**src/port_cde_pkg.sv**
```systemverilog
package port_cde_pkg;

  // ----------------------------------------------------------------
  // Register indices (byte address is four times the index)
  // ----------------------------------------------------------------
  localparam logic [7:0] IDX_C_DATA = 8'h02;
  localparam logic [7:0] IDX_D_DATA = 8'h03;
  localparam logic [7:0] IDX_C_DIR = 8'h06;
  localparam logic [7:0] IDX_D_DIR = 8'h07;
  localparam logic [7:0] IDX_E_DATA = 8'h08;
  localparam logic [7:0] IDX_E_DIR = 8'h0c;
  localparam logic [7:0] IDX_PERIPH_A = 8'h10;
  localparam logic [7:0] IDX_PERIPH_B = 8'h11;

  // ----------------------------------------------------------------
  // Port widths and special pins
  // ----------------------------------------------------------------
  localparam int C_W = 5;
  localparam int D_W = 7;
  localparam int E_W = 8;
  localparam int PIN_W = C_W + D_W + E_W;
  localparam int CLK_OUT_EN_BIT = 7;
  localparam int MCLK_PIN = 2;
  localparam int TCLK_PIN = 6;
  localparam int SS_PIN = 4;
  localparam int RX_PIN = 1;

  // ----------------------------------------------------------------
  // Peripheral select fields
  // ----------------------------------------------------------------
  localparam int ADC_SEL_LSB = 0;
  localparam int PS_LSB = 5;
  localparam int SPI_ON_BIT = 0;
  localparam int MASTER_BIT = 1;
  localparam int FAULT_BIT = 2;
  localparam int SCI_BIT = 3;
  localparam int ELS0_LSB = 4;
  localparam int ELS1_LSB = 6;
  localparam logic [4:0] ADC_D_BASE = 5'h08;
  localparam logic [2:0] PS_EXT = 3'h7;

  // ----------------------------------------------------------------
  // Reset values
  // ----------------------------------------------------------------
  localparam logic [7:0] DIR_RST = 8'h00;
  localparam logic [7:0] LAT_RST = 8'h00;
  localparam logic [4:0] ADC_SEL_RST = 5'h1f;
  localparam logic [2:0] PS_RST = 3'h0;

  function automatic logic [7:0] addr_of(input logic [7:0] idx);
    return {idx[5:0], 2'b00};
  endfunction

endpackage

```
**src/pin_sync.sv**
```systemverilog
`timescale 1ns/1ps
`default_nettype none

// Three-stage pin synchroniser; level changes once stages two and three agree
module pin_sync #(
  parameter int W = 20
) (
  input wire logic clk,          // System clock
  input wire logic rst_n,        // Async reset, active low
  input wire logic [W-1:0] din,  // Raw pin levels
  output logic [W-1:0] level     // Filtered levels
);

  typedef struct packed {
    logic [W-1:0] s1;
    logic [W-1:0] s2;
    logic [W-1:0] s3;
    logic [W-1:0] lvl;
  } sync_t;

  sync_t sync_reg;
  sync_t sync_next;

  always_comb
  begin
    sync_next = sync_reg;
    sync_next.s1 = din;
    sync_next.s2 = sync_reg.s1;
    sync_next.s3 = sync_reg.s2;
    sync_next.lvl = (~(sync_reg.s2 ^ sync_reg.s3) & sync_reg.s3) |
                    ((sync_reg.s2 ^ sync_reg.s3) & sync_reg.lvl);
  end

  always_ff @(posedge clk or negedge rst_n)
  begin
    if (!rst_n)
    begin
      sync_reg <= '0;
    end
    else
    begin
      sync_reg <= sync_next;
    end
  end

  assign level = sync_reg.lvl;

endmodule

`default_nettype wire

```
**src/port_cde_pin_logic.sv**
```systemverilog
// Register access over Avalon-MM is this design's own decision.
`timescale 1ns/1ps
`default_nettype none

// Function
// (RL1) Clock-output enable drives system clock on C2
// (RL2) Clock output overrides C2 direction bit
// (RL3) Reset clears clock-output enable
// (RL4) Direction one drives pin, zero floats
// (RL5) Reset clears port C direction bits
// (RL6) Reset clears port D direction bits
// (RL7) Port C read: latch if output, else pin; C2 reads zero while clock output is on
// (RL8) Port D read: latch if output, else pin
// (RL9) Data writes always update the latch; the code skips the update when byteenable[0] is low
// (RL10) ADC-selected input bit of D reads zero
// (RL11) Timer ignores D direction; read still uses it
// (RL12) Prescale external select takes D6 as clock
// (RL13) SPI off frees four E pins
// (RL14) Master without fault detect frees select pin
// (RL15) SPI slave: select pin always input
// (RL16) SPI ignores E direction; read still uses it
// (RL17) Edge/level bits give E3, E2 to timer
// (RL18) SCI owns E1 input and E0 output
// (RL19) Software writes data before setting direction
// (RL20) Owning peripheral beats latch and direction
module port_cde_pin_logic (
  input wire logic clk,               // 50 MHz system clock
  input wire logic rst_n,             // Async reset, active low
  input wire logic [7:0] address,     // Avalon byte address
  input wire logic read,              // Avalon read
  input wire logic write,             // Avalon write
  input wire logic [31:0] writedata,  // Avalon write data
  input wire logic [3:0] byteenable,  // Avalon byte enables
  output logic [31:0] readdata,       // Avalon read data
  output logic waitrequest,           // Avalon wait request
  input wire logic mclk_src,          // Internal system clock level
  input wire logic [4:0] pc_in,       // Port C pin levels
  output logic [4:0] pc_out,          // Port C pin drive values
  output logic [4:0] pc_oe,           // Port C output enables
  input wire logic [6:0] pd_in,       // Port D pin levels
  output logic [6:0] pd_out,          // Port D pin drive values
  output logic [6:0] pd_oe,           // Port D output enables
  input wire logic [7:0] pe_in,       // Port E pin levels
  output logic [7:0] pe_out,          // Port E pin drive values
  output logic [7:0] pe_oe,           // Port E output enables
  input wire logic [7:0] periph_e_out, // SPI/timer/SCI drive values
  input wire logic [7:0] periph_e_oe, // SPI/timer/SCI output enables
  output logic [7:0] periph_e_in,     // Synchronised E pins to peripherals
  output logic timer_ext_clk_in       // External timer clock from D6
);
  import port_cde_pkg::*;

  // ----------------------------------------------------------------
  // State
  // ----------------------------------------------------------------
  typedef struct packed {
    logic [C_W-1:0] c_lat;
    logic [C_W-1:0] c_dir;
    logic clk_out_en;
    logic [D_W-1:0] d_lat;
    logic [D_W-1:0] d_dir;
    logic [E_W-1:0] e_lat;
    logic [E_W-1:0] e_dir;
    logic [4:0] adc_channel_select;
    logic [2:0] prescale_select;
    logic spi_on;
    logic spi_master_sel;
    logic fault_detect_en;
    logic async_serial_on;
    logic [1:0] els0;
    logic [1:0] els1;
    logic wait_r;
    logic [7:0] rdata;
    logic [C_W-1:0] pc_out;
    logic [C_W-1:0] pc_oe;
    logic [D_W-1:0] pd_out;
    logic [D_W-1:0] pd_oe;
    logic [E_W-1:0] pe_out;
    logic [E_W-1:0] pe_oe;
    logic tclk;
  } state_t;

  state_t st_reg;
  state_t st_next;
  logic [PIN_W-1:0] pin_level;
  logic [C_W-1:0] c_pin;
  logic [D_W-1:0] d_pin;
  logic [E_W-1:0] e_pin;

  // ----------------------------------------------------------------
  // Helpers
  // ----------------------------------------------------------------
  function automatic logic [7:0] read_mux(input logic [7:0] dir,
                                          input logic [7:0] lat,
                                          input logic [7:0] pin);
    return (dir & lat) | (~dir & pin);
  endfunction

  function automatic logic [D_W-1:0] adc_mask(input logic [4:0] sel);
    logic [D_W-1:0] m;
    m = '0;
    for (int i = 0; i < D_W; i++)
    begin
      m[i] = (sel == ADC_D_BASE + 5'(i));
    end
    return m;
  endfunction

  // ----------------------------------------------------------------
  // Pin synchroniser
  // ----------------------------------------------------------------
  pin_sync #(
    .W(PIN_W)
  ) u_sync (
    .clk(clk),
    .rst_n(rst_n),
    .din({pe_in, pd_in, pc_in}),
    .level(pin_level)
  );

  assign c_pin = pin_level[C_W-1:0];
  assign d_pin = pin_level[C_W+D_W-1:C_W];
  assign e_pin = pin_level[PIN_W-1:C_W+D_W];

  // ----------------------------------------------------------------
  // Next state
  // ----------------------------------------------------------------
  logic [D_W-1:0] d_own;
  logic [E_W-1:0] e_own;
  logic [E_W-1:0] e_poe;
  logic [7:0] rv;
  logic tclk_sel;
  logic ss_gpio;

  always_comb
  begin
    st_next = st_reg;
    rv = 8'h00;
    tclk_sel = (st_reg.prescale_select == PS_EXT);
    ss_gpio = !st_reg.spi_on ||
              (st_reg.spi_master_sel && !st_reg.fault_detect_en); // [RL14]
    // Port E ownership by peripherals
    e_own = '0;
    e_own[7:5] = {3{st_reg.spi_on}}; // [RL13]
    e_own[SS_PIN] = !ss_gpio;
    e_own[3] = (st_reg.els1 != 2'b00); // [RL17]
    e_own[2] = (st_reg.els0 != 2'b00); // [RL17]
    e_own[RX_PIN] = st_reg.async_serial_on; // [RL18]
    e_own[0] = st_reg.async_serial_on; // [RL18]
    e_poe = periph_e_oe;
    e_poe[SS_PIN] = 1'b0; // [RL15]
    e_poe[RX_PIN] = 1'b0; // [RL18]
    st_next.pe_oe = (e_own & e_poe) | (~e_own & st_reg.e_dir); // [RL20] [RL16]
    st_next.pe_out = (e_own & periph_e_out) | (~e_own & st_reg.e_lat);
    // Port D: ADC channels and timer clock float the pin
    d_own = adc_mask(st_reg.adc_channel_select);
    d_own[TCLK_PIN] = d_own[TCLK_PIN] | tclk_sel; // [RL12] [RL11]
    st_next.pd_oe = ~d_own & st_reg.d_dir; // [RL4]
    st_next.pd_out = st_reg.d_lat;
    st_next.tclk = tclk_sel & d_pin[TCLK_PIN]; // [RL12]
    st_next.pc_oe = st_reg.c_dir; // [RL4]
    st_next.pc_out = st_reg.c_lat;
    if (st_reg.clk_out_en)
    begin
      st_next.pc_oe[MCLK_PIN] = 1'b1; // [RL1] [RL2]
      st_next.pc_out[MCLK_PIN] = mclk_src; // [RL1]
    end
    case (address)
      addr_of(IDX_C_DATA):
      begin
        rv[C_W-1:0] = 5'(read_mux(8'(st_reg.c_dir), 8'(st_reg.c_lat),
                                  8'(c_pin))); // [RL7]
        rv[MCLK_PIN] = rv[MCLK_PIN] & !st_reg.clk_out_en; // [RL1]
      end
      addr_of(IDX_D_DATA):
      begin
        rv[D_W-1:0] = 7'(read_mux(8'(st_reg.d_dir), 8'(st_reg.d_lat),
                                  8'(d_pin))) & // [RL8] [RL10]
                      ~(adc_mask(st_reg.adc_channel_select) & ~st_reg.d_dir);
      end
      addr_of(IDX_E_DATA):
      begin
        rv = read_mux(st_reg.e_dir, st_reg.e_lat, e_pin); // [RL16]
      end
      addr_of(IDX_C_DIR):
      begin
        rv[C_W-1:0] = st_reg.c_dir;
        rv[CLK_OUT_EN_BIT] = st_reg.clk_out_en;
      end
      addr_of(IDX_D_DIR):
      begin
        rv[D_W-1:0] = st_reg.d_dir;
      end
      addr_of(IDX_E_DIR):
      begin
        rv = st_reg.e_dir;
      end
      addr_of(IDX_PERIPH_A):
      begin
        rv = {st_reg.prescale_select, st_reg.adc_channel_select};
      end
      addr_of(IDX_PERIPH_B):
      begin
        rv = {st_reg.els1, st_reg.els0, st_reg.async_serial_on,
              st_reg.fault_detect_en, st_reg.spi_master_sel, st_reg.spi_on};
      end
      default:
      begin
        rv = 8'h00;
      end
    endcase
    // Bus handshake: one wait cycle, then a single accept cycle
    st_next.wait_r = 1'b1;
    if ((read || write) && st_reg.wait_r)
    begin
      st_next.wait_r = 1'b0;
      st_next.rdata = rv;
    end
    if (write && !st_reg.wait_r && byteenable[0])
    begin
      case (address)
        addr_of(IDX_C_DATA):
        begin
          st_next.c_lat = writedata[C_W-1:0]; // [RL9]
        end
        addr_of(IDX_D_DATA):
        begin
          st_next.d_lat = writedata[D_W-1:0]; // [RL9]
        end
        addr_of(IDX_E_DATA):
        begin
          st_next.e_lat = writedata[E_W-1:0]; // [RL9]
        end
        addr_of(IDX_C_DIR):
        begin
          st_next.c_dir = writedata[C_W-1:0];
          st_next.clk_out_en = writedata[CLK_OUT_EN_BIT];
        end
        addr_of(IDX_D_DIR):
        begin
          st_next.d_dir = writedata[D_W-1:0];
        end
        addr_of(IDX_E_DIR):
        begin
          st_next.e_dir = writedata[E_W-1:0];
        end
        addr_of(IDX_PERIPH_A):
        begin
          st_next.adc_channel_select = writedata[PS_LSB-1:ADC_SEL_LSB];
          st_next.prescale_select = writedata[PS_LSB+2:PS_LSB];
        end
        addr_of(IDX_PERIPH_B):
        begin
          st_next.spi_on = writedata[SPI_ON_BIT];
          st_next.spi_master_sel = writedata[MASTER_BIT];
          st_next.fault_detect_en = writedata[FAULT_BIT];
          st_next.async_serial_on = writedata[SCI_BIT];
          st_next.els0 = writedata[ELS0_LSB+1:ELS0_LSB];
          st_next.els1 = writedata[ELS1_LSB+1:ELS1_LSB];
        end
        default:
        begin
          st_next.wait_r = 1'b1;
        end
      endcase
    end
  end

  // ----------------------------------------------------------------
  // Registers
  // ----------------------------------------------------------------
  always_ff @(posedge clk or negedge rst_n)
  begin
    if (!rst_n)
    begin
      st_reg <= '0;
      st_reg.c_dir <= DIR_RST[C_W-1:0]; // [RL5]
      st_reg.clk_out_en <= 1'b0; // [RL3]
      st_reg.d_dir <= DIR_RST[D_W-1:0]; // [RL6]
      st_reg.e_dir <= DIR_RST;
      st_reg.c_lat <= LAT_RST[C_W-1:0];
      st_reg.d_lat <= LAT_RST[D_W-1:0];
      st_reg.e_lat <= LAT_RST;
      st_reg.adc_channel_select <= ADC_SEL_RST;
      st_reg.prescale_select <= PS_RST;
      st_reg.wait_r <= 1'b1;
    end
    else
    begin
      st_reg <= st_next;
    end
  end

  assign readdata = {24'h000000, st_reg.rdata};
  assign waitrequest = st_reg.wait_r;
  assign pc_out = st_reg.pc_out;
  assign pc_oe = st_reg.pc_oe;
  assign pd_out = st_reg.pd_out;
  assign pd_oe = st_reg.pd_oe;
  assign pe_out = st_reg.pe_out;
  assign pe_oe = st_reg.pe_oe;
  assign periph_e_in = e_pin;
  assign timer_ext_clk_in = st_reg.tclk;
endmodule

`default_nettype wire

```
**config.mk**
```make
export PLATFORM = sky130hd
export DESIGN_NAME = port_cde_pin_logic
export DESIGN_NICKNAME = d
export VERILOG_FILES = /design/src/port_cde_pkg.sv /design/src/pin_sync.sv /design/src/port_cde_pin_logic.sv
export SDC_FILE = /design/constraint.sdc
export NUM_CORES = 1
export LEC_CHECK = 0
export BUFFER_PORTS_ARGS = -buffer_cell sky130_fd_sc_hd__buf_2
export CAP_MARGIN = 20
export CORE_MARGIN = 2
export CORE_UTILIZATION = 40
export CTS_CLUSTER_DIAMETER = 40
export CTS_CLUSTER_SIZE = 10
export DETAILED_ROUTE_END_ITERATION = 12
export GPL_TIMING_DRIVEN = 0
export SLEW_MARGIN = 20
export SYNTH_ARGS = -nofsm -noshare
export SYNTH_HDL_FRONTEND = slang
export SYNTH_SLANG_ARGS = --single-unit
```
**constraint.sdc**
```tcl
create_clock -name clk -period 3.65 [get_ports clk]
set_input_delay 0.73 -clock clk [delete_from_list [all_inputs] [get_ports clk]]
set_output_delay 0.73 -clock clk [all_outputs]
set_load 0.01 [all_outputs]
```
==> results.py, run 1 <==
metrics = {
    "worst_setup_path": {
        "reg2reg_depth": 4,
        "critPathCaptureType": "register",
        "critical_path_class": "primary input to register",
        "arrival_ns": 2.84,
        "crit_path_start_kind": "primary input",
        "path_max_fanout": 6,
        "startpoint": "address[1]",
        "required_ns": 4.01,
        "reg2reg_from": "st_reg[64]",
    },
    "timing": {
        "finClkSkew_ns": 0.00836,
        "slew_viol_final": 0,
        "hold_slack_ns": 0.277,
        "finalSetupViolations": 0,
        "relSlewSlack": 0.416,
        "fin_setup_tns_ns": 0,
        "rsz0062_at_grt": "false",
        "fin_crit_ns": 2.48,
        "period_share": 0.681,
        "tightestPinTransition_ns": 0.854,
        "setup_slack_ns": 1.17,
        "max_freq_ghz": 0.402,
        "finalHoldViolCount": 0,
    },
    "global_route": {
        "grt_pass1_wl_um": 26000,
        "antenna_found_initial": 0,
        "grt_overflow": 0,
        "track_usage": 0.175,
        "grt_pass1_vias": 4642,
        "grt_max_degree": 101,
    },
    "floorplan": {
        "core_area_um2": 18100,
        "die_x_um": 141,
        "start_util": 0.411,
        "rows": 49,
        "ios": 167,
        "dieArea_um2": 19800,
        "dieHeight_um": 141,
    },
    "power": {
        "leakagePower_nw": 4.56,
        "power.density_nw_per_um2": 477,
        "p_total_w": 0.00430,
        "ir_drop_v": 0.000325,
    },
    "synth": {
        "postSynth.asyncResetShare": 1.00,
        "synth_top_area_frac": 0.607,
        "postSynthCellCount": 546,
        "syn_avg_cell_area_um2": 13.7,
        "synth-edff-count": 0,
        "synthFlopType": "dfrtp_1",
        "yosysTopAreaCell": "dfrtp_1",
        "yosys_warnings": 0,
        "syn_area_um2": 7460,
        "ys_ff_latch": 187,
        "ys_seq_area_frac": 0.628,
        "yosys-top-cells-area": "dfrtp_1, mux2_2, buf_4",
        "synth_cell_types": 57,
    },
    "finish": {
        "area_growth_pct": 20.8,
        "n_fill_cell": 1593,
        "final_nets": 786,
        "final_area_um2": 9010,
        "insertedDiodeCount": 0,
        "drive_gt1_frac": 0.447,
    },
    "clock_network": {
        "cts_tree": "done",
        "worst_skew_pair.late_latency_ns": 0.43,
        "cts_max_level": 4,
        "cts-root-buf": "clkbuf_16",
        "postCtsSetupBuffers": 0,
        "ctsResizeCount": 0,
        "cts_buffer_depth": 2,
        "cts.clk_slew.worst_paths_ns": 0.07,
        "postCtsHoldBufs": 0,
        "cts_num_sinks": 187,
        "numCtsBuffers": 17,
    },
    "routing": {
        "wl_per_cell_um": 17.6,
        "ant_nets": 0,
        "drt-vias-per-instance": 4.78,
        "num_vias": 4506,
        "drt_wl_total_um": 16600,
        "drtIter0Drc": 255,
        "drc_errors": 0,
        "drt_pass1_iterations": 5,
    },
    "place": {
        "port_buffers": 112,
        "dp_worst_setup_slack_ns": 0.720,
        "dp_hpwl_um": 11800,
        "gp_congestion": 0.870,
        "placed_cell_area_um2": 8430,
    },
    "run_status": {
        "status": "completed",
    },
    "flow_run": {
        "drv_cap": 0,
    },
    "worst_hold_path": {
        "hp-class": "primary input to async pin",
    },
}
power breakdown:
| part | total [W] | internal (W) | switching, W |
|---|---|---|---|
| clock network | 0.00183 | 0.00102 | 0.000803 |
| registers | 0.00219 | 0.00215 | 0.0000432 |
| logic | 0.000280 | 0.000124 | 0.000156 |
through the flow:
stage | std cells | util
after CTS | 943 | 0.497
after detailed placement | 911 | 0.465
after floorplan | 569 | -
after global routing | 943 | 0.497
final | 943 | 0.497
after global placement | 910 | 0.463
critical path: stages:
cell and delay (ns):
buf_2 0.11, nor3_2 0.43, nand4b_1 0.40, a2111oi_0 0.87
nor4_1 0.15, o21ai_1 0.15
final timing paths:
check / end / slack (ns)
min reg2reg: u_sync.sync_next[27] / 0.35
max in group asynchronous: st_reg[64] / 2.42
max reg2reg: readdata[1] / 1.57
max: readdata[1] / 1.17
min in group clk: u_sync.sync_next[27] / 0.35
min: u_sync.sync_next[41] / 0.28
cell families after synthesis:
logic type                 share of synthesized area
muxes                                          0.118
DFF                                            0.628
buffers and inverters                         0.0921
and+or+nand+nor                               0.0760
adders and majority gates                     0.0268
AOI/OAI and AO/OA                             0.0589
other                                       0.000503
cell usage after synthesis, types with 2 or more instances:
cell	n
dfrtp_1	181
mux2_2	61
o21ai_1	2
o22ai_1	5
nand2_1	19
nand3b_1	2
nor3b_1	3
nor4b_1	3
a21boi_0	2
nor2_2	2
nor4_1	2
o21a_1	3
and3_1	4
inv_1	9
buf_4	81
nand2_2	2
nor3_4	2
mux2i_1	7
dfstp_2	6
mux2_4	8
or3b_2	3
nand3_1	2
a32o_1	2
and3b_1	2
a22o_1	2
nor2_1	18
clkbuf_1	4
a211o_1	2
and2_1	3
maj3_1	20
a21oi_1	17
or4b_1	2
nor3_1	2
buf_2	6
nor2b_1	7
nor3_2	2
o21ai_0	27
nand2b_1	2
metal layers:
| metal | share of wire | vias up | GRT usage |
|---|---|---|---|
| li1 | - | 2108 | - |
| met1 | 0.44 | 2274 | 0.236 |
| met2 | 0.50 | 114 | 0.286 |
| met3 | 0.049 | 10 | 0.0408 |
| met4 | 0.0089 | 0 | 0.0479 |
| met5 | 0 | - | 0 |
layout make-up:
type	instances	area, um2	share of cell area
well taps	229	287	0.0318
clock inverters	11	139	0.0154
repair buffers	113	598	0.0664
clock buffers	21	440	0.0489
inverters	9	33.8	0.00375
plain buffers	91	653	0.0725
flip-flops and latches	187	4690	0.520
multi-input cells	282	2170	0.241
cell usage in the layout (no fill, tap or decap), types with 3 or more instances in the layout:
| cell type | count |
|---|---|
| dfrtp_1 | 181 |
| buf_2 | 117 |
| buf_4 | 81 |
| mux2_2 | 61 |
| o21ai_0 | 27 |
| conb_1 | 24 |
| maj3_1 | 20 |
| nand2_1 | 19 |
| nor2_1 | 18 |
| a21oi_1 | 17 |
| clkbuf_16 | 17 |
| inv_1 | 9 |
| clkbuf_1 | 8 |
| mux2_4 | 8 |
| nor2b_1 | 7 |
| mux2i_1 | 7 |
| dfstp_2 | 6 |
| o22ai_1 | 5 |
| and3_1 | 4 |
| and2_1 | 3 |
| nor3b_1 | 3 |
| or3b_2 | 3 |
| o21a_1 | 3 |
| nor4b_1 | 3 |
| clkinv_4 | 3 |
| inv_6 | 3 |
Note: power is estimated with default switching activity, not from simulation.
==> run 2: changes to the inputs <==
--- a/config.mk
+++ b/config.mk
@@ -5,6 +5,7 @@
 export SDC_FILE = /design/constraint.sdc
 export NUM_CORES = 1
 export LEC_CHECK = 0
+export ABC_AREA = 1
 export BUFFER_PORTS_ARGS = -buffer_cell sky130_fd_sc_hd__buf_2
 export CAP_MARGIN = 20
 export CORE_MARGIN = 2
==> constraint.sdc (replaced) <==
create_clock -name clk -period 2.1 [get_ports clk]
set_input_delay 0.42 -clock clk [delete_from_list [all_inputs] [get_ports clk]]
set_output_delay 0.42 -clock clk [all_outputs]
set_load 0.01 [all_outputs]
==> run 2 against run 1 <==
Against the previous run: clock power up 74%; cell area up 2.2%; worst hold slack worse by 0.19 ns; global-route usage up 0.36 points; register-to-register slack worse by 1.1 ns; cell count up 22%; largest power group unchanged; sequential share of layout area down 1.1 points; via count up 16%; critical path type is now register to register; clock-buffer cell count down 2.
==> results.py, run 2 <==
metrics = {
    "run_status": {
        "status": "completed",
    },
    "worst_setup_path": {
        "reg2reg_depth": 4,
        "reg2reg_from": "waitrequest",
        "critical_path_class": "register to register",
        "crit_path_start_kind": "register",
        "path_max_fanout": 10,
        "rr_endpoint": "readdata[3]",
        "arrival_ns": 1.98,
        "rrSetupSlack_ns": 0.44,
        "cp-endpoint": "readdata[3]",
        "crit_top_cell": "nand2_1",
        "critPathMaxStageDelay_ns": 0.49,
        "startpoint": "waitrequest",
        "critPathCaptureType": "register",
        "crit_chain": "o21ai_1 > inv_1 > nand2_1 > nand2_1",
        "critPathSlowestCell": "o21ai_1",
        "required_ns": 2.42,
    },
    "floorplan": {
        "dieHeight_um": 142,
        "ios": 167,
        "start_util": 0.407,
        "dieArea_um2": 20100,
        "core_area_um2": 18700,
        "die_x_um": 142,
        "rows": 50,
    },
    "routing": {
        "wl_per_cell_um": 14.5,
        "ant_nets": 0,
        "drt_pass1_iterations": 5,
        "drc_errors": 0,
        "num_vias": 5205,
        "drt_wl_total_um": 16700,
        "drtIter0Drc": 327,
        "wl_met1_um": 7990,
        "dr.max_layer_used": "met4",
        "drt-vias-per-instance": 4.51,
        "dr_wl_met3_um": 760,
        "wl_met2_um": 7650,
    },
    "synth": {
        "synthTopCellsByCount": "nand2_1, dfrtp_1, buf_4",
        "syn_area_um2": 7610,
        "synth_simple_gate_area_frac": 0.173,
        "synth-edff-count": 0,
        "yosysMostFrequentCell": "nand2_1",
        "synth_compound_area_frac": 0.0587,
        "synth_top_area_frac": 0.595,
        "synthAdderAreaFrac": 0.0263,
        "ys_ff_latch": 187,
        "ys_seq_area_frac": 0.616,
        "postSynth.asyncResetShare": 1.00,
        "synth_mux_area_frac": 0.00888,
        "synth_cell_types": 30,
        "synth_top_family_by_area": "simple AND/OR/NAND/NOR gates",
        "yosysTopAreaCell": "dfrtp_1",
        "postSynthCellCount": 748,
        "yosys-top-cells-area": "dfrtp_1, nand2_1, buf_4",
        "synthFlopType": "dfrtp_1",
        "synth_xor_area_frac": 0,
        "syn_avg_cell_area_um2": 10.2,
        "yosys_warnings": 0,
    },
    "flow_run": {
        "drv_cap": 0,
    },
    "clock_network": {
        "cts_tree": "done",
        "cts_max_level": 4,
        "cts_buffer_depth": 2,
        "ctsResizeCount": 0,
        "cts.clk_slew.worst_paths_ns": 0.07,
        "cts-root-buf": "clkbuf_16",
        "numCtsBuffers": 17,
        "worst_skew_pair.late_latency_ns": 0.44,
        "cts_num_sinks": 187,
    },
    "finish": {
        "n_fill_cell": 1795,
        "drive_gt1_frac": 0.297,
        "instances_no_fill": 1153,
        "insertedDiodeCount": 0,
        "area_growth_pct": 21.1,
        "final_common_cell": "nand2_1",
        "layout_common_cells": "nand2_1, dfrtp_1, buf_2",
        "final_nets": 991,
    },
    "timing": {
        "tightestPinTransition_ns": 0.916,
        "finClkSkew_ns": 0.0116,
        "relSlewSlack": 0.385,
        "hold_slack_ns": 0.0905,
        "max_freq_ghz": 0.603,
        "fin_setup_tns_ns": 0,
        "period_share": 0.790,
        "fin_crit_ns": 1.66,
        "setup_slack_ns": 0.441,
        "rsz0062_at_grt": "false",
        "slew_viol_final": 0,
        "finalHoldViolCount": 0,
        "finalSetupViolations": 0,
    },
    "power": {
        "switching_share": 0.235,
        "clkPwrFrac": 0.421,
        "ir_drop_v": 0.000510,
        "leakagePower_nw": 4.74,
        "combinationalPowerShare": 0.071,
        "power.density_nw_per_um2": 819,
        "p_sw_w": 0.00177,
        "internal_power_w": 0.00577,
        "seq_power_share": 0.508,
        "p_total_w": 0.00755,
    },
    "global_route": {
        "grt_max_degree": 89,
        "grt_pass1_vias": 5035,
        "grt_pass1_wl_um": 26900,
        "track_usage": 0.178,
        "grt_overflow": 0,
        "antenna_found_initial": 0,
    },
    "place": {
        "gp_congestion": 0.838,
        "port_buffers": 113,
        "post-place-cells": 1120,
        "dp_worst_setup_slack_ns": 0.115,
        "dp_hpwl_um": 12100,
    },
    "worst_hold_path": {
        "hp-class": "primary input to register",
    },
}
run 2: changes by cell type in the layout (fill, tap and decap cells not counted), moves of 12 or more:
cell	delta
nand2_1	+176
mux2_2	-55
nand3_1	+49
inv_1	+43
nor2_1	+25
o21ai_0	+18
o21ai_1	+18
a21oi_1	-12
run 2: final cells by class:
class	instances	area, um2	share of cell area
clock buffer	19	443	0.0481
clock inverter	13	143	0.0155
inverter	54	203	0.0220
sequential	187	4690	0.509
multi-input combinational	439	2120	0.230
buffer	91	683	0.0742
timing repair buffer	116	641	0.0695
tap	234	293	0.0318
run 2: cells by family (layout without fill, tap and decap cells):
group / after synthesis / in the layout
other: 1 / 24
buffers and inverters: 145 / 293
flip-flops: 187 / 187
adder cells (fa/ha/maj): 20 / 20
AO/OA/AOI/OAI: 82 / 82
AND/OR/NAND/NOR: 307 / 307
multiplexers: 6 / 6
run 2: how the worst min path moves through the flow:
stage	startpoint	end	slack, ns	cells after the start
finish	pc_in[4]	u_sync.sync_next[44]	0.09	1
global route	pe_in[7]	u_sync.sync_next[59]	0.06	1
global placement	u_sync.sync_next[57]	u_sync.sync_next[37]	0.33	0
floorplan	rst_n	async pin	0.12	0
CTS	pd_in[3]	u_sync.sync_next[48]	0.06	1
detailed placement	rst_n	u_sync.sync_next[51]	0.29	1
run 2: what timing repair did:
action / CTS / global route
hold buffers: 1 / 0
endpoints found under the hold margin: 23 / 0
setup buffers: 0 / 0
run 2: through the flow:
step / area (um2) / util
global placement: 8550 / 0.457
floorplan: 7690 / -
finish: 9210 / 0.492
CTS: 9210 / 0.492
global route: 9210 / 0.492
detailed placement: 8620 / 0.461
run 2: per-layer routing:
metal  vias to the layer above  track usage
met1                      2480        0.249
met5                         -            0
met4                         0       0.0689
met2                       118        0.272
met3                        15       0.0415
li1                       2592            -
run 2: power by group through the flow:
stage	Combinational [W]	Sequential, W	Clock (W)
6_report	0.000535	0.00383	0.00318
5_1_grt	0.000600	0.00385	0.00343
4_1_cts	0.000545	0.00383	0.00327
3_5_place_dp	0.000542	0.00390	0
3_3_place_gp	0.000520	0.00390	0
2_1_floorplan	0.000297	0.00387	0
run 2: critical path, delay by kind of cell, from the launching register on:
kind | cells | cell delay, ns
AOI/OAI and AO/OA | 1 | 0.49
DFF | 1 | 0.41
buffers and inverters | 1 | 0.38
and+or+nand+nor | 2 | 0.26
==> run 3: changes to the inputs <==
==> constraint.sdc (replaced) <==
create_clock -name clk -period 1.71 [get_ports clk]
set_input_delay 0.342 -clock clk [delete_from_list [all_inputs] [get_ports clk]]
set_output_delay 0.342 -clock clk [all_outputs]
set_load 0.01 [all_outputs]
==> run 3 against run 2 <==
Against the previous run: power rose by 23%; fmax rose by 6.0%; clock-buffer cell count did not move; highest routed layer unchanged; via count rose by 0.94%; non-clock buffer count rose by 17; largest cell class unchanged; global-route usage rose by 0.18 points; combinational power rose by 29%; first-iteration DRC count fell by 0.61%; cell area rose by 1.9%.
==> results.py, run 3 (synthesis results as in run 2) <==
metrics = {
    "run_status": {
        "status": "completed",
    },
    "timing": {
        "period_share": 0.915,
        "max_freq_ghz": 0.639,
        "finalSetupViolations": 0,
        "fin_setup_tns_ns": 0,
        "finalHoldViolCount": 0,
        "tightestPinTransition_ns": 0.569,
        "finClkSkew_ns": 0.00908,
        "rsz0062_at_grt": "false",
        "relSlewSlack": 0.621,
        "fin_crit_ns": 1.57,
        "slew_viol_final": 0,
    },
    "place": {
        "port_buffers": 113,
        "placed_cell_area_um2": 8620,
        "post-place-cells": 1120,
        "dp_hpwl_um": 12100,
        "gp_congestion": 0.838,
    },
    "worst_hold_path": {
        "min_delay_worst_endpoint": "u_sync.sync_next[49]",
        "whs_path_depth": 1,
        "hp-class": "primary input to register",
        "hold_start": "pd_in[4]",
    },
    "floorplan": {
        "start_util": 0.407,
        "ios": 167,
        "dieArea_um2": 20100,
        "die_x_um": 142,
        "rows": 50,
        "dieHeight_um": 142,
        "core_area_um2": 18700,
    },
    "routing": {
        "drc_errors": 0,
        "drt_wl_total_um": 16900,
        "ant_nets": 0,
        "drt_pass1_iterations": 5,
        "num_vias": 5254,
        "wl_per_cell_um": 14.4,
        "drtIter0Drc": 325,
        "drt-vias-per-instance": 4.49,
    },
    "worst_setup_path": {
        "crit_chain": "nor2_2 > nand3_1 > buf_2 > nand2_1 > o21ai_0",
        "critPathTopFamily": "simple AND/OR/NAND/NOR gates",
        "startpoint": "waitrequest",
        "critPathSlowestCell": "dfstp_2",
        "reg2reg_from": "waitrequest",
        "arrival_ns": 1.86,
        "critPathMaxStageDelay_ns": 0.41,
        "path_depth": 5,
        "reg2reg_depth": 5,
        "rrSetupSlack_ns": 0.14,
        "path_max_fanout": 10,
        "rr_endpoint": "st_reg[86]",
        "critPathCaptureType": "register",
        "critical_path_class": "register to register",
        "crit_path_start_kind": "register",
        "cp.buffers_inverters": 1,
        "required_ns": 2.00,
    },
    "power": {
        "ir_drop_v": 0.000632,
        "leakagePower_nw": 4.82,
        "power.density_nw_per_um2": 992,
    },
    "finish": {
        "insertedDiodeCount": 0,
        "instances_no_fill": 1170,
        "drive_gt1_frac": 0.294,
        "area_growth_pct": 23.4,
        "final_common_cell": "nand2_1",
        "n_fill_cell": 1781,
        "layout_common_cells": "nand2_1, dfrtp_1, buf_2",
        "final_nets": 1008,
        "final_area_um2": 9390,
    },
    "clock_network": {
        "cts_num_sinks": 187,
        "cts_max_level": 4,
        "worst_skew_pair.late_latency_ns": 0.44,
        "numCtsBuffers": 17,
        "cts_tree": "done",
        "cts_buffer_depth": 2,
        "cts.clk_slew.worst_paths_ns": 0.07,
        "cts-root-buf": "clkbuf_16",
    },
    "global_route": {
        "antenna_found_initial": 0,
        "grt_overflow": 0,
        "grt_pass1_wl_um": 27200,
        "grt_max_degree": 89,
        "track_usage": 0.180,
        "grt_pass1_vias": 5115,
    },
    "flow_run": {
        "drv_cap": 0,
    },
}
## run 3: cell count changes in the layout (fill, tap and decap cells not counted), sizes merged
cell | previous run | this run
dlygate4sd3 | 1 | 18
## run 3: layer usage
layer | wire length (um) | share of wire | global-route usage | vias up
met2 | 7800 | 0.46 | 0.277 | 118
met3 | 814 | 0.048 | 0.0422 | 18
li1 | - | - | - | 2623
met4 | 244 | 0.014 | 0.0689 | 0
met5 | 0 | 0 | 0 | -
met1 | 8010 | 0.47 | 0.250 | 2495
## run 3: how the worst max path moves through the flow
stage	end	slack, ns
after global routing	st_next[28]	0.01
after CTS	readdata[5]	0.07
final	st_reg[86]	0.14
after floorplan	st_next[32]	0.36
after detailed placement	readdata[5]	-0.20
after global placement	pc_out[1]	-2.76
## run 3: power breakdown
part / switching [W] / internal (W) / leakage (nW) / total, W
logic: 0.000376 / 0.000312 / 2.19 / 0.000688
registers: 0.000105 / 0.00460 / 2.34 / 0.00471
clock network: 0.00172 / 0.00220 / 0.284 / 0.00392
total: 0.00220 / 0.00712 / 4.82 / 0.00931
## run 3: layout make-up
type	instances	area [um2]	area share
buffer	91	683	0.0728
clock buffer	19	443	0.0472
clock inverter	13	143	0.0152
inverter	54	203	0.0216
multi-input combinational	439	2130	0.226
sequential	187	4690	0.499
tap	234	293	0.0312
timing repair buffer	133	811	0.0864
## run 3: timing repair
action                                  CTS  global route
endpoints found under the hold margin    40             1
setup buffers                             0             0
gates resized for setup                   0             2
hold buffers                             17             1
endpoints found under the setup margin    0             8
## run 3: per-stage QoR
| stage | hold WS [ns] | worst slack [ns] | total power, W | utilization |
|---|---|---|---|---|
| 2_1_floorplan | 0.0464 | 0.357 | 0.00512 | - |
| 3_3_place_gp | 0.332 | -2.76 | 0.00542 | 0.457 |
| 3_5_place_dp | 0.212 | -0.197 | 0.00545 | 0.461 |
| 4_1_cts | 0.000266 | 0.0656 | 0.00942 | 0.501 |
| 5_1_grt | 0.00281 | 0.0123 | 0.00971 | 0.502 |
| 6_report | 0.0182 | 0.145 | 0.00931 | 0.502 |
